`src/atms_pkg.sv`:
```
// constants and carrier types for the mono-mode / slip-flag transmitter block
`default_nettype none
package atms_pkg;

  ////////////////////////////////////////////////////////////////////////////
  // widths
  localparam int SMP_W  = 24;
  localparam int ADDR_W = 8;
  localparam int DATA_W = 32;

  ////////////////////////////////////////////////////////////////////////////
  // register indices; byte address is four times the index
  localparam logic [7:0]        IDX_CTRL = 8'h01;
  localparam logic [7:0]        IDX_STAT = 8'h04;
  localparam logic [7:0]        IDX_IRQC = 8'h05;
  localparam logic [ADDR_W-1:0] ADR_CTRL = {IDX_CTRL[5:0], 2'b00};
  localparam logic [ADDR_W-1:0] ADR_STAT = {IDX_STAT[5:0], 2'b00};
  localparam logic [ADDR_W-1:0] ADR_IRQC = {IDX_IRQC[5:0], 2'b00};

  ////////////////////////////////////////////////////////////////////////////
  // field positions
  localparam int CTRL_MONO = 0;
  localparam int CTRL_ADAT = 1;
  localparam int CTRL_CSRC = 2;
  localparam int STAT_SLIP = 0;
  localparam int IRQC_MASK = 0;
  localparam int IRQC_SEL  = 4;

  localparam logic [7:0] CTRL_WMASK = 8'h07;
  localparam logic [7:0] IRQC_WMASK = 8'h11;
  localparam logic [7:0] CTRL_RST   = 8'h00;
  localparam logic [7:0] IRQC_RST   = 8'h01;
  localparam logic [7:0] STAT_RST   = 8'h00;

  localparam logic [1:0] RESP_OKAY   = 2'b00;
  localparam logic [1:0] RESP_SLVERR = 2'b10;

  localparam logic [1:0] SEL_NONE = 2'h0;
  localparam logic [1:0] SEL_CTRL = 2'h1;
  localparam logic [1:0] SEL_STAT = 2'h2;
  localparam logic [1:0] SEL_IRQC = 2'h3;

  // slot fill counts of the frame holding stage
  localparam logic [1:0] CNT_EMPTY = 2'h0;
  localparam logic [1:0] CNT_HALF  = 2'h1;
  localparam logic [1:0] CNT_FULL  = 2'h2;

  // pin positions in the synchroniser vector
  localparam int PIN_HW   = 0;
  localparam int PIN_MONO = 1;
  localparam int PIN_MSRC = 2;
  localparam int PIN_BLK  = 3;
  localparam int PIN_N    = 4;

  ////////////////////////////////////////////////////////////////////////////
  // carriers
  typedef struct packed {
    logic [SMP_W-1:0] sub_a;
    logic [SMP_W-1:0] sub_b;
    logic             cs_a;
    logic             cs_b;
  } atms_frame_t;

  typedef struct packed {
    logic [SMP_W-1:0] left;
    logic [SMP_W-1:0] right;
    logic             cs_a;
    logic             cs_b;
  } atms_pair_t;

  typedef struct packed {
    logic              aw_got;
    logic              w_got;
    logic [ADDR_W-1:0] awaddr;
    logic [DATA_W-1:0] wdata;
    logic [3:0]        wstrb;
    logic              awready;
    logic              wready;
    logic              bvalid;
    logic [1:0]        bresp;
    logic              arready;
    logic              rvalid;
    logic [DATA_W-1:0] rdata;
    logic [1:0]        rresp;
  } atms_axi_t;

  typedef struct packed {
    atms_axi_t   axi;
    logic [7:0]  ctrl;
    logic [7:0]  irqc;
    logic [7:0]  stat;
    logic        irq_n;
    atms_frame_t slot;
    logic [1:0]  cnt;
    atms_frame_t frame;
    logic        frame_vld;
    logic        blk_d;
  } atms_state_t;

endpackage
`default_nettype wire

```
`src/atms_sync.sv`:
```
// two-flop synchroniser for asynchronous pins
`timescale 1ns/1ps
`default_nettype none
module atms_sync #(
  parameter int W = 4
) (
  // clock and reset
  input  wire logic         sys_clk,
  input  wire logic         nrst,
  // pins and synchronised copies
  input  wire logic [W-1:0] pin_in,
  output var  logic [W-1:0] pin_sync
);

  typedef struct packed {
    logic [W-1:0] meta;
    logic [W-1:0] stable;
  } atms_sync_state_t;

  atms_sync_state_t sync_ff;
  atms_sync_state_t nxt_sync;

  always_comb begin
    nxt_sync        = sync_ff;
    nxt_sync.meta   = pin_in;
    nxt_sync.stable = sync_ff.meta;
  end

  always_ff @(posedge sys_clk or negedge nrst) begin
    if (!nrst) begin
      sync_ff <= '0;
    end else begin
      sync_ff <= nxt_sync;
    end
  end

  assign pin_sync = sync_ff.stable;

endmodule // atms_sync
`default_nettype wire

```
`src/atms_top.sv`:
```
// mono-mode sample pairing, slip / block-start flag and interrupt, axi4-lite registers
//
// Function
// - select bit picks slip or block-start meaning
// - flag active high, sticky, cleared by status read
// - slip mode: dropped or repeated sample sets flag
// - block-start mode: internal or pin start sets flag
// - mono: two consecutive selected samples fill A,B
// - hardware mode: pin selects stereo or mono
// - source 0 left/A, source 1 right/B
// - software mode: control bits set mono operation
// - unmasked event drives interrupt low until read
// - mask bit keeps event off interrupt output
//
// The register addresses and register access over AXI4-Lite are this design's own decisions.
`timescale 1ns/1ps
`default_nettype none
module atms_top (
  // clock and reset
  input  wire logic                         sys_clk,
  input  wire logic                         nrst,
  // axi4-lite slave
  input  wire logic [atms_pkg::ADDR_W-1:0]  s_axi_awaddr,
  input  wire logic                         s_axi_awvalid,
  output var  logic                         s_axi_awready,
  input  wire logic [atms_pkg::DATA_W-1:0]  s_axi_wdata,
  input  wire logic [3:0]                   s_axi_wstrb,
  input  wire logic                         s_axi_wvalid,
  output var  logic                         s_axi_wready,
  output var  logic [1:0]                   s_axi_bresp,
  output var  logic                         s_axi_bvalid,
  input  wire logic                         s_axi_bready,
  input  wire logic [atms_pkg::ADDR_W-1:0]  s_axi_araddr,
  input  wire logic                         s_axi_arvalid,
  output var  logic                         s_axi_arready,
  output var  logic [atms_pkg::DATA_W-1:0]  s_axi_rdata,
  output var  logic [1:0]                   s_axi_rresp,
  output var  logic                         s_axi_rvalid,
  input  wire logic                         s_axi_rready,
  // hardware-mode pins and block start pin (asynchronous)
  input  wire logic                         hw_mode_pin,
  input  wire logic                         mono_select_pin,
  input  wire logic                         single_channel_audio_source,
  input  wire logic                         block_start_io,
  // audio sample pairs from the serial port, same clock
  input  wire logic                         smp_valid,
  input  wire atms_pkg::atms_pair_t         smp_pair,
  // frame timing from the line encoder, same clock
  input  wire logic                         frame_req,
  input  wire logic                         blk_start_int,
  // frame handed to the line encoder
  output var  logic                         frm_valid,
  output var  atms_pkg::atms_frame_t        frm_data,
  // interrupt
  output var  logic                         irq_n
);
  import atms_pkg::*;

  ////////////////////////////////////////////////////////////////////////////
  // helpers

  function automatic logic [1:0] reg_sel(input logic [ADDR_W-1:0] addr);
    logic [1:0] sel;
    sel = SEL_NONE;
    if (addr == ADR_CTRL) begin
      sel = SEL_CTRL;
    end else if (addr == ADR_STAT) begin
      sel = SEL_STAT;
    end else if (addr == ADR_IRQC) begin
      sel = SEL_IRQC;
    end
    return sel;
  endfunction

  ////////////////////////////////////////////////////////////////////////////
  // pin synchronisers

  logic [PIN_N-1:0] pin_raw;
  logic [PIN_N-1:0] pin_s;

  assign pin_raw[PIN_HW]   = hw_mode_pin;
  assign pin_raw[PIN_MONO] = mono_select_pin;
  assign pin_raw[PIN_MSRC] = single_channel_audio_source;
  assign pin_raw[PIN_BLK]  = block_start_io;

  atms_sync #(
    .W (PIN_N)
  ) u_sync (
    .sys_clk  (sys_clk),
    .nrst     (nrst),
    .pin_in   (pin_raw),
    .pin_sync (pin_s)
  );

  ////////////////////////////////////////////////////////////////////////////
  // state

  atms_state_t q_ff;
  atms_state_t nxt_q;

  logic             mono_eff;
  logic             adat_eff;
  logic             csrc_eff;
  logic             slip_evt;
  logic             blk_evt;
  logic             set_evt;
  logic             rd_clear;
  logic [SMP_W-1:0] mono_smp;
  logic             mono_cs;

  // hardware pins win when strapped to hardware mode
  always_comb begin
    mono_eff = pin_s[PIN_HW] ? pin_s[PIN_MONO] : q_ff.ctrl[CTRL_MONO];
    adat_eff = pin_s[PIN_HW] ? pin_s[PIN_MSRC] : q_ff.ctrl[CTRL_ADAT];
    csrc_eff = pin_s[PIN_HW] ? pin_s[PIN_MSRC] : q_ff.ctrl[CTRL_CSRC];
    mono_smp = adat_eff ? smp_pair.right : smp_pair.left;
    mono_cs  = csrc_eff ? smp_pair.cs_b : smp_pair.cs_a;
  end

  always_comb begin
    nxt_q    = q_ff;
    slip_evt = 1'b0;
    rd_clear = 1'b0;

    //////////////////////////////////////////////////////////////////////////
    // write channel: address and data in either order
    if (s_axi_awvalid && q_ff.axi.awready) begin
      nxt_q.axi.aw_got = 1'b1;
      nxt_q.axi.awaddr = s_axi_awaddr;
    end
    if (s_axi_wvalid && q_ff.axi.wready) begin
      nxt_q.axi.w_got = 1'b1;
      nxt_q.axi.wdata = s_axi_wdata;
      nxt_q.axi.wstrb = s_axi_wstrb;
    end
    if (q_ff.axi.bvalid && s_axi_bready) begin
      nxt_q.axi.bvalid = 1'b0;
    end
    if (q_ff.axi.aw_got && q_ff.axi.w_got && !q_ff.axi.bvalid) begin
      nxt_q.axi.aw_got = 1'b0;
      nxt_q.axi.w_got  = 1'b0;
      nxt_q.axi.bvalid = 1'b1;
      nxt_q.axi.bresp  = RESP_OKAY;
      unique case (reg_sel(q_ff.axi.awaddr))
        SEL_CTRL: begin
          if (q_ff.axi.wstrb[0]) begin
            nxt_q.ctrl = q_ff.axi.wdata[7:0] & CTRL_WMASK;
          end
        end
        SEL_IRQC: begin
          if (q_ff.axi.wstrb[0]) begin
            nxt_q.irqc = q_ff.axi.wdata[7:0] & IRQC_WMASK;
          end
        end
        // status is read-only; only a read clears it
        SEL_STAT: begin
          nxt_q.axi.bresp = RESP_OKAY;
        end
        SEL_NONE: begin
          nxt_q.axi.bresp = RESP_SLVERR;
        end
      endcase
    end
    nxt_q.axi.awready = !nxt_q.axi.aw_got && !nxt_q.axi.bvalid;
    nxt_q.axi.wready  = !nxt_q.axi.w_got && !nxt_q.axi.bvalid;

    //////////////////////////////////////////////////////////////////////////
    // read channel
    if (s_axi_arvalid && q_ff.axi.arready) begin
      nxt_q.axi.rvalid = 1'b1;
      nxt_q.axi.rresp  = RESP_OKAY;
      nxt_q.axi.rdata  = '0;
      unique case (reg_sel(s_axi_araddr))
        SEL_CTRL: nxt_q.axi.rdata[7:0] = q_ff.ctrl;
        SEL_IRQC: nxt_q.axi.rdata[7:0] = q_ff.irqc;
        SEL_STAT: begin
          nxt_q.axi.rdata[7:0] = q_ff.stat;
          rd_clear             = 1'b1;
        end
        SEL_NONE: nxt_q.axi.rresp = RESP_SLVERR;
      endcase
    end else if (q_ff.axi.rvalid && s_axi_rready) begin
      nxt_q.axi.rvalid = 1'b0;
    end
    nxt_q.axi.arready = !nxt_q.axi.rvalid;

    //////////////////////////////////////////////////////////////////////////
    // frame holding stage; a frame request with no fresh data repeats
    nxt_q.frame_vld = frame_req;
    if (frame_req) begin
      if (q_ff.cnt == CNT_FULL) begin
        nxt_q.frame = q_ff.slot;
        nxt_q.cnt   = CNT_EMPTY;
      end else begin
        slip_evt = 1'b1;
      end
    end
    // new data while the stage is still full is dropped
    if (smp_valid) begin
      if (!mono_eff) begin
        if (nxt_q.cnt == CNT_FULL) begin
          slip_evt = 1'b1;
        end else begin
          nxt_q.slot.sub_a = smp_pair.left;
          nxt_q.slot.sub_b = smp_pair.right;
          nxt_q.slot.cs_a  = smp_pair.cs_a;
          nxt_q.slot.cs_b  = smp_pair.cs_b;
          nxt_q.cnt        = CNT_FULL;
        end
      end else begin
        // mono: consecutive samples of one channel go to A then B
        unique case (nxt_q.cnt)
          CNT_EMPTY: begin
            nxt_q.slot.sub_a = mono_smp;
            nxt_q.slot.cs_a  = mono_cs;
            nxt_q.cnt        = CNT_HALF;
          end
          CNT_HALF: begin
            nxt_q.slot.sub_b = mono_smp;
            nxt_q.slot.cs_b  = mono_cs;
            nxt_q.cnt        = CNT_FULL;
          end
          default: slip_evt = 1'b1;
        endcase
      end
    end

    //////////////////////////////////////////////////////////////////////////
    // flag and interrupt; a set in the clearing cycle wins
    nxt_q.blk_d = pin_s[PIN_BLK];
    blk_evt     = blk_start_int || (pin_s[PIN_BLK] && !q_ff.blk_d);
    set_evt     = q_ff.irqc[IRQC_SEL] ? blk_evt : slip_evt;
    if (set_evt) begin
      nxt_q.stat[STAT_SLIP] = 1'b1;
    end else if (rd_clear) begin
      nxt_q.stat[STAT_SLIP] = 1'b0;
    end
    nxt_q.irq_n = !(nxt_q.stat[STAT_SLIP] && !nxt_q.irqc[IRQC_MASK]);
  end

  always_ff @(posedge sys_clk or negedge nrst) begin
    if (!nrst) begin
      q_ff             <= '0;
      q_ff.ctrl        <= CTRL_RST;
      q_ff.irqc        <= IRQC_RST;
      q_ff.stat        <= STAT_RST;
      q_ff.irq_n       <= 1'b1;
      q_ff.axi.awready <= 1'b1;
      q_ff.axi.wready  <= 1'b1;
      q_ff.axi.arready <= 1'b1;
    end else begin
      q_ff <= nxt_q;
    end
  end

  ////////////////////////////////////////////////////////////////////////////
  // outputs, all straight from q_ff

  assign s_axi_awready = q_ff.axi.awready;
  assign s_axi_wready  = q_ff.axi.wready;
  assign s_axi_bvalid  = q_ff.axi.bvalid;
  assign s_axi_bresp   = q_ff.axi.bresp;
  assign s_axi_arready = q_ff.axi.arready;
  assign s_axi_rvalid  = q_ff.axi.rvalid;
  assign s_axi_rdata   = q_ff.axi.rdata;
  assign s_axi_rresp   = q_ff.axi.rresp;
  assign frm_valid     = q_ff.frame_vld;
  assign frm_data      = q_ff.frame;
  assign irq_n         = q_ff.irq_n;

  ////////////////////////////////////////////////////////////////////////////
  // assertions

  a_sel_slip_only: assert property (@(posedge sys_clk) disable iff (!nrst)
    (q_ff.irqc[IRQC_SEL] && !blk_evt && !q_ff.stat[STAT_SLIP])
      |=> !q_ff.stat[STAT_SLIP])
    else $error("slip set flag in block-start mode");

  a_flag_holds: assert property (@(posedge sys_clk) disable iff (!nrst)
    (q_ff.stat[STAT_SLIP] && !rd_clear) |=> q_ff.stat[STAT_SLIP])
    else $error("flag dropped without a status read");

  a_read_clears: assert property (@(posedge sys_clk) disable iff (!nrst)
    (rd_clear && !set_evt) |=> (!q_ff.stat[STAT_SLIP] && s_axi_rvalid))
    else $error("status read did not clear flag");

  a_slip_sets: assert property (@(posedge sys_clk) disable iff (!nrst)
    (slip_evt && !q_ff.irqc[IRQC_SEL]) |=> q_ff.stat[STAT_SLIP])
    else $error("slip did not set flag");

  a_blk_sets: assert property (@(posedge sys_clk) disable iff (!nrst)
    (blk_evt && q_ff.irqc[IRQC_SEL]) |=> q_ff.stat[STAT_SLIP])
    else $error("block start did not set flag");

  a_mono_fill: assert property (@(posedge sys_clk) disable iff (!nrst)
    (mono_eff && smp_valid && !frame_req && q_ff.cnt == CNT_EMPTY)
      |=> (q_ff.cnt == CNT_HALF && q_ff.slot.sub_a == $past(mono_smp)))
    else $error("mono sample not placed in subframe A");

  a_hw_mode_sel: assert property (@(posedge sys_clk) disable iff (!nrst)
    (pin_s[PIN_HW] && pin_s[PIN_MONO] && smp_valid && !frame_req
      && q_ff.cnt == CNT_EMPTY)
      |=> (q_ff.cnt == CNT_HALF && q_ff.slot.sub_a == ($past(pin_s[PIN_MSRC]) ?
           $past(smp_pair.right) : $past(smp_pair.left))))
    else $error("hardware pins not steering mono mode");

  a_sw_mode_sel: assert property (@(posedge sys_clk) disable iff (!nrst)
    (!pin_s[PIN_HW] && q_ff.ctrl[CTRL_MONO] && smp_valid && !frame_req
      && q_ff.cnt == CNT_EMPTY)
      |=> (q_ff.cnt == CNT_HALF && q_ff.slot.cs_a == ($past(q_ff.ctrl[CTRL_CSRC]) ?
           $past(smp_pair.cs_b) : $past(smp_pair.cs_a))))
    else $error("control bits not steering mono mode");

  // mask taken from the next value: a mask write in the event cycle counts
  a_irq_low: assert property (@(posedge sys_clk) disable iff (!nrst)
    (set_evt && !nxt_q.irqc[IRQC_MASK]) |=> (!irq_n && q_ff.stat[STAT_SLIP]))
    else $error("unmasked event did not pull interrupt low");

  a_mask_quiet: assert property (@(posedge sys_clk) disable iff (!nrst)
    (q_ff.irqc[IRQC_MASK] || !q_ff.stat[STAT_SLIP]) |-> irq_n)
    else $error("interrupt low while masked or clear");

endmodule // atms_top
`default_nettype wire

```
`config.mk`:
```
export PLATFORM = sky130hd
export DESIGN_NAME = atms_top
export DESIGN_NICKNAME = d
export VERILOG_FILES = /design/src/atms_pkg.sv /design/src/atms_sync.sv /design/src/atms_top.sv
export SDC_FILE = /design/constraint.sdc
export NUM_CORES = 1
export LEC_CHECK = 0
export BUFFER_PORTS_ARGS = -buffer_cell sky130_fd_sc_hd__buf_4
export CORE_MARGIN = 2
export CORE_UTILIZATION = 51
export DETAILED_ROUTE_END_ITERATION = 12
export PLACE_DENSITY = 0.79
export SYNTH_ARGS = -nofsm -noshare
export SYNTH_HDL_FRONTEND = slang
export SYNTH_HIERARCHICAL = 1
export SYNTH_SLANG_ARGS = --single-unit
```
`constraint.sdc`:
```
create_clock -name sys_clk -period 2.4 [get_ports sys_clk]
set_clock_uncertainty 0.05 [all_clocks]
set_input_delay 0.36 -clock sys_clk [delete_from_list [all_inputs] [get_ports sys_clk]]
set_output_delay 0.36 -clock sys_clk [all_outputs]
set_load 0.01 [all_outputs]
```
* Word level (Yosys, flattened, before mapping) *
Index checks and enable logic that the tools add are counted.

word-level totals
  bits in registers = 152
  latch bits = 0
  RAM bits = 0
  bits in read-only memories = 0
  bits of input ports = 116
  memories = 0

cells by class
  $add $sub $neg = 0
  $mul = 0
  div/mod/pow operators = 0
  $lt $le $gt $ge = 0
  equal/unequal tests = 17
  shifts and indexed selects = 0
  mux-type cells = 47
  bitwise logic cells = 0
  reduce and logical (&&, ||, !) cells = 29

operators by type and width
  kind                                                              number
  52-bit 2-to-1 mux                                                 4
  24-bit 2-to-1 mux                                                 3
  8-bit by 5-bit == test with 1-bit output (second input constant)  4
  1-bit 2-to-1 mux                                                  25
  2-bit 2-to-1 mux                                                  12
  8-bit by 3-bit == test with 1-bit output (second input constant)  2
  5-bit one-hot mux with 3 select lines                             1
  3-bit AND reduction                                               4
  1-bit logical AND                                                 11
  2-bit == test (second input constant)                             5
  1-bit logical NOT                                                 8
  2-bit by 1-bit == test with 1-bit output (second input constant)  3
  2-bit logical NOT                                                 3
  2-bit by 1-bit != test with 1-bit output (second input constant)  2
  2-bit one-hot mux with 2 select lines                             1
  3-bit 2-to-1 mux                                                  1
  2-bit != test (second input constant)                             1
  2-bit AND reduction                                               1
  2-bit OR reduction                                                1
  1-bit logical OR                                                  1

* Depth between registers and ports, before layout *
  depth after elaboration = 12
  gate-level depth with buffers = 8
  gate-level depth less buffers = 7

* By module *
The synthesis kept the hierarchy.

by module, submodules not included
  module     times used  cells each  area an instance (um2)
  atms_top   1           522         6,740.2
  atms_sync  1           8           200.2

* Worst setup path before layout *
Ideal clock, no wire load.

  kind = input port to flip-flop
  start = input port frame_req
  end = register q_ff[54] (netlist bit)
  arrival time = 1,767 ps
  setup slack = 459 ps
  stages = 8
  buffers on the path = 1
  path through = inv_1 -> o21ai_0 -> inv_1 -> ha_1 -> nor2_4 -> o21ai_2 -> buf_4 -> mux2_2

on the way
  cells in the longest elaborated chain, start to end = 4

ends and longest elaborated chain
  item                                                                                        RTL line                          RTL
  start: declaration                                                                          atms_top.sv:49                    input wire logic frame_req,
  52-bit 2-to-1 mux (*)                                                                       atms_top.sv:190                   if (frame_req) begin
  2-bit by 1-bit == test with 1-bit output or 2-bit == test (tied branches)                   atms_top.sv:212, atms_top.sv:201
  2-bit by 1-bit != test with 1-bit output (no source line) or 2-bit != test (tied branches)  n/a
  3-bit AND reduction (no source line) (*)                                                    n/a
  end signal: assignment                                                                      atms_top.sv:252                   q_ff <= nxt_q;
  end: declaration                                                                            atms_top.sv:98                    atms_state_t q_ff;

Mark *: on every way between the ends. The rest lies on a longest branch, timed or not.
A chain may end at the register's enable or synchronous reset.

* Final worst setup path *
  start = register q_ff[53] (netlist bit)
  end = register q_ff[72] (netlist bit)

on the way
  cells in the longest elaborated chain, start to end = 6

ends and longest elaborated chain
  item                                                                                        RTL line                          RTL
  2-bit == test                                                                               atms_top.sv:191                   if (q_ff.cnt == CNT_FULL) begin
  52-bit 2-to-1 mux                                                                           atms_top.sv:191
  52-bit 2-to-1 mux (*)                                                                       atms_top.sv:190
  2-bit by 1-bit == test with 1-bit output or 2-bit == test (tied branches)                   atms_top.sv:212, atms_top.sv:201
  2-bit by 1-bit != test with 1-bit output (no source line) or 2-bit != test (tied branches)  n/a
  3-bit AND reduction (no source line) (*)                                                    n/a

Marks and branches as above.

==> impl_metrics.json <==
{
  "async_flop_share_pct": 100,
  "worst_ep_arrival_time_ps": 2260,
  "clk_pin_slew_ps": 50,
  "core.rowCount": 42,
  "setup_viol": 0,
  "grt_max_degree": 53,
  "die_x_um": 121,
  "ir_drop_uv": 660,
  "die_h_um": 121,
  "slew_viol_final": 0,
  "clockRootBuffer": "clkbuf_16",
  "cts_buffers": 17,
  "netlist_area_sq_um": 6940,
  "p_leak_nw": 4.08,
  "combPwrFrac_pct": 29.8,
  "timing.rr.start": "q_ff[53]",
  "critPathCaptureType": "register",
  "outcome": "finished clean",
  "fp.dieArea_sq_um": 14600,
  "r2r_slack_ps": 390,
  "synth_warnings": 6,
  "setup_tns_ps": 0,
  "fmax_mhz": 497,
  "drv_cap": 0,
  "multi_input_area_sq_um": 2630,
  "drtAntennaViolNets": 0,
  "period_share_pct": 83.8,
  "grt_pass1_wl_mm": 22.0,
  "area_growth_pct": 22.6,
  "hold_viol_final": 0,
  "grt_usage_pct": 19.6,
  "hold_path_depth": 1,
  "synth-edff-count": 0,
  "start_util_pct": 52.4,
  "nets": 754,
  "via_per_inst": 5.20,
  "final_util_pct": 64.2,
  "cp_slowest_cell": "dfrtp_1",
  "path_depth": 7,
  "crit_family": "flip-flops",
  "seqPwrFrac_pct": 40.8,
  "core_sq_um": 13200,
  "fin_ws_ps": 388,
  "synthFlopType": "dfrtp_1",
  "whs_ps": 40.7,
  "clock_latency_ps": 410,
  "power_density_nw_per_um2": 1130,
  "yosysTopAreaCell": "dfrtp_1",
  "path_max_fanout": 13,
  "remaining_drc_errors": 0,
  "min_from": "frame_req",
  "synth_common_cells": "140 x dfrtp_1, 118 x mux2_2, 90 x buf_4",
  "post_cts_resized": 0,
  "worst-setup-path-type": "register to register",
  "drive_gt1_share_pct": 50.4,
  "first_global_vias": 4404,
  "cts.sinks": 145,
  "internal_power_mw": 6.92,
  "synth_seq_area_share_pct": 52.4,
  "switching_share_pct": 27.7,
  "postSynthCellCount": 530,
  "drt_iter0_markers": 215,
  "critical_path.startpoint_type": "register",
  "synthDistinctLibCells": 44,
  "place_congestion": 0.731,
  "reg2reg_depth": 7,
  "routed_wirelength_mm": 13.7,
  "clk_path_buf_depth": 2,
  "place_ws_ps": 233,
  "synth.most_common_cell": "dfrtp_1",
  "syn_avg_cell_area_sq_um": 13.1,
  "cts_max_level": 4,
  "dp_hpwl_mm": 9.82,
  "netlist_top_cells_area": "dfrtp_1 50%, mux2_2 19%, buf_4 9.7%",
  "cp.buffers_inverters": 2,
  "diodes": 0,
  "worst_path_largest_cell_delay_ps": 470,
  "cp.required_ps": 2640,
  "crit_chain": "o21ai_0, inv_1, ha_1, nor2_4, o21ai_2, buf_4, mux2_2",
  "post_cts_buffers": 0,
  "post_drt_wl_per_cell_um": 16.6,
  "synth-seq-cells": 145,
  "ios": 209,
  "numPortBuffers": 147,
  "vias": 4286,
  "min_path_type": "input pin to register",
  "timing.rr.end": "q_ff[72]",
  "synth_top_cell_area_share_pct": 50.5,
  "rsz0062_at_grt": "false",
  "overflow": 0,
  "drt_pre_antenna_iters": 4,
  "cts_tree": "built",
  "pwr-share-clk_pct": 29.5,
  "grt_antenna_before_repair": 0,
  "register_area_sq_um": 3630,
  "hold_end": "frm_valid",
  "fillers": 987,
  "min_period_ps": 2010,
  "p_switching_mw": 2.65
}
[cell type report]
type                       count  share of cell area (%)
sequential                   145                    42.7
multi-input combinational    295                    30.9
timing repair buffer         168                    15.8
clock buffer                  23                    5.85
tap                          176                    2.59
clock inverter                 9                    1.78
inverter                       9                   0.397
[metrics by stage]
step | instances | cell area (sq um) | power (mW)
after global placement | 788 | 7810 | 6.67
after global routing | 825 | 8510 | 10.1
after floorplan | 559 | 7050 | 6.07
after detailed placement | 788 | 7810 | 6.83
final | 825 | 8510 | 9.57
after CTS | 825 | 8510 | 9.69
[routing by layer]
metal / GRT usage (%) / part of all wire (%) / vias to the layer above
met5: 0 / 0 / -
met4: 8.58 / 2.3 / 0
met3: 5.57 / 6.2 / 26
met2: 32.6 / 50 / 147
met1: 24.0 / 42 / 2112
li1: - / - / 2001
[timing repair]
action                     4_1_cts  5_1_grt
setup endpoints to repair        0        0
hold endpoints to repair        49        0
hold buffers                     5        0
[power by group through the flow]
stage / sequential (mW) / combinational [mW] / clock (mW)
6_report: 3.90 / 2.85 / 2.82
5_1_grt: 4.02 / 3.09 / 3.00
4_1_cts: 3.91 / 2.90 / 2.88
3_5_place_dp: 3.95 / 2.88 / 0
3_3_place_gp: 3.88 / 2.79 / 0
2_1_floorplan: 3.77 / 2.31 / 0
[cell usage in the layout, fill, tap and decap left out, types with 3 or more instances in the layout]
cell and instances:
a21oi_1 4, buf_12 5, buf_4 157, bufinv_16 4
clkbuf_16 17, clkbuf_8 5, clkinv_2 3, conb_1 30
dfrtp_1 140, dfstp_2 5, dlygate4sd3_1 5, inv_1 9
mux2_2 118, mux2i_1 26, nand2_1 8, nand4_1 4
nor2_1 11, nor2b_1 3, o21ai_0 6, o2bb2ai_1 50
or2_2 3
[cells by family (layout without fill, tap and decap cells)]
logic type / after synthesis / after routing / synth area share, %
other cells: 1 / 30 / 0.0540
simple gates: 44 / 44 / 3.35
compound gates: 72 / 72 / 8.74
buf+inv: 119 / 209 / 11.5
flops: 145 / 145 / 52.4
fa+ha+maj: 2 / 2 / 0.360
mux: 147 / 147 / 23.6
[worst max path at each step]
stage               from       end  slack, ps
2_1_floorplan  frame_req  q_ff[54]        460
3_3_place_gp   frame_req  q_ff[60]        320
3_5_place_dp   frame_req  q_ff[60]        230
4_1_cts         q_ff[53]  q_ff[72]        380
5_1_grt         q_ff[52]  q_ff[60]        270
6_report        q_ff[53]  q_ff[72]        390
[registers in the layout, summed over array words and instances, names as in the netlist]
name / flops
q_ff: 74
frm_data: 50
s_axi_rdata: 4
u_sync/nxt_sync: 4
u_sync/pin_sync: 4
frm_valid: 1
irq_n: 1
s_axi_arready: 1
s_axi_awready: 1
s_axi_bresp: 1
s_axi_bvalid: 1
s_axi_rresp: 1
s_axi_rvalid: 1
s_axi_wready: 1
Note: power is estimated with default switching activity, not from simulation.
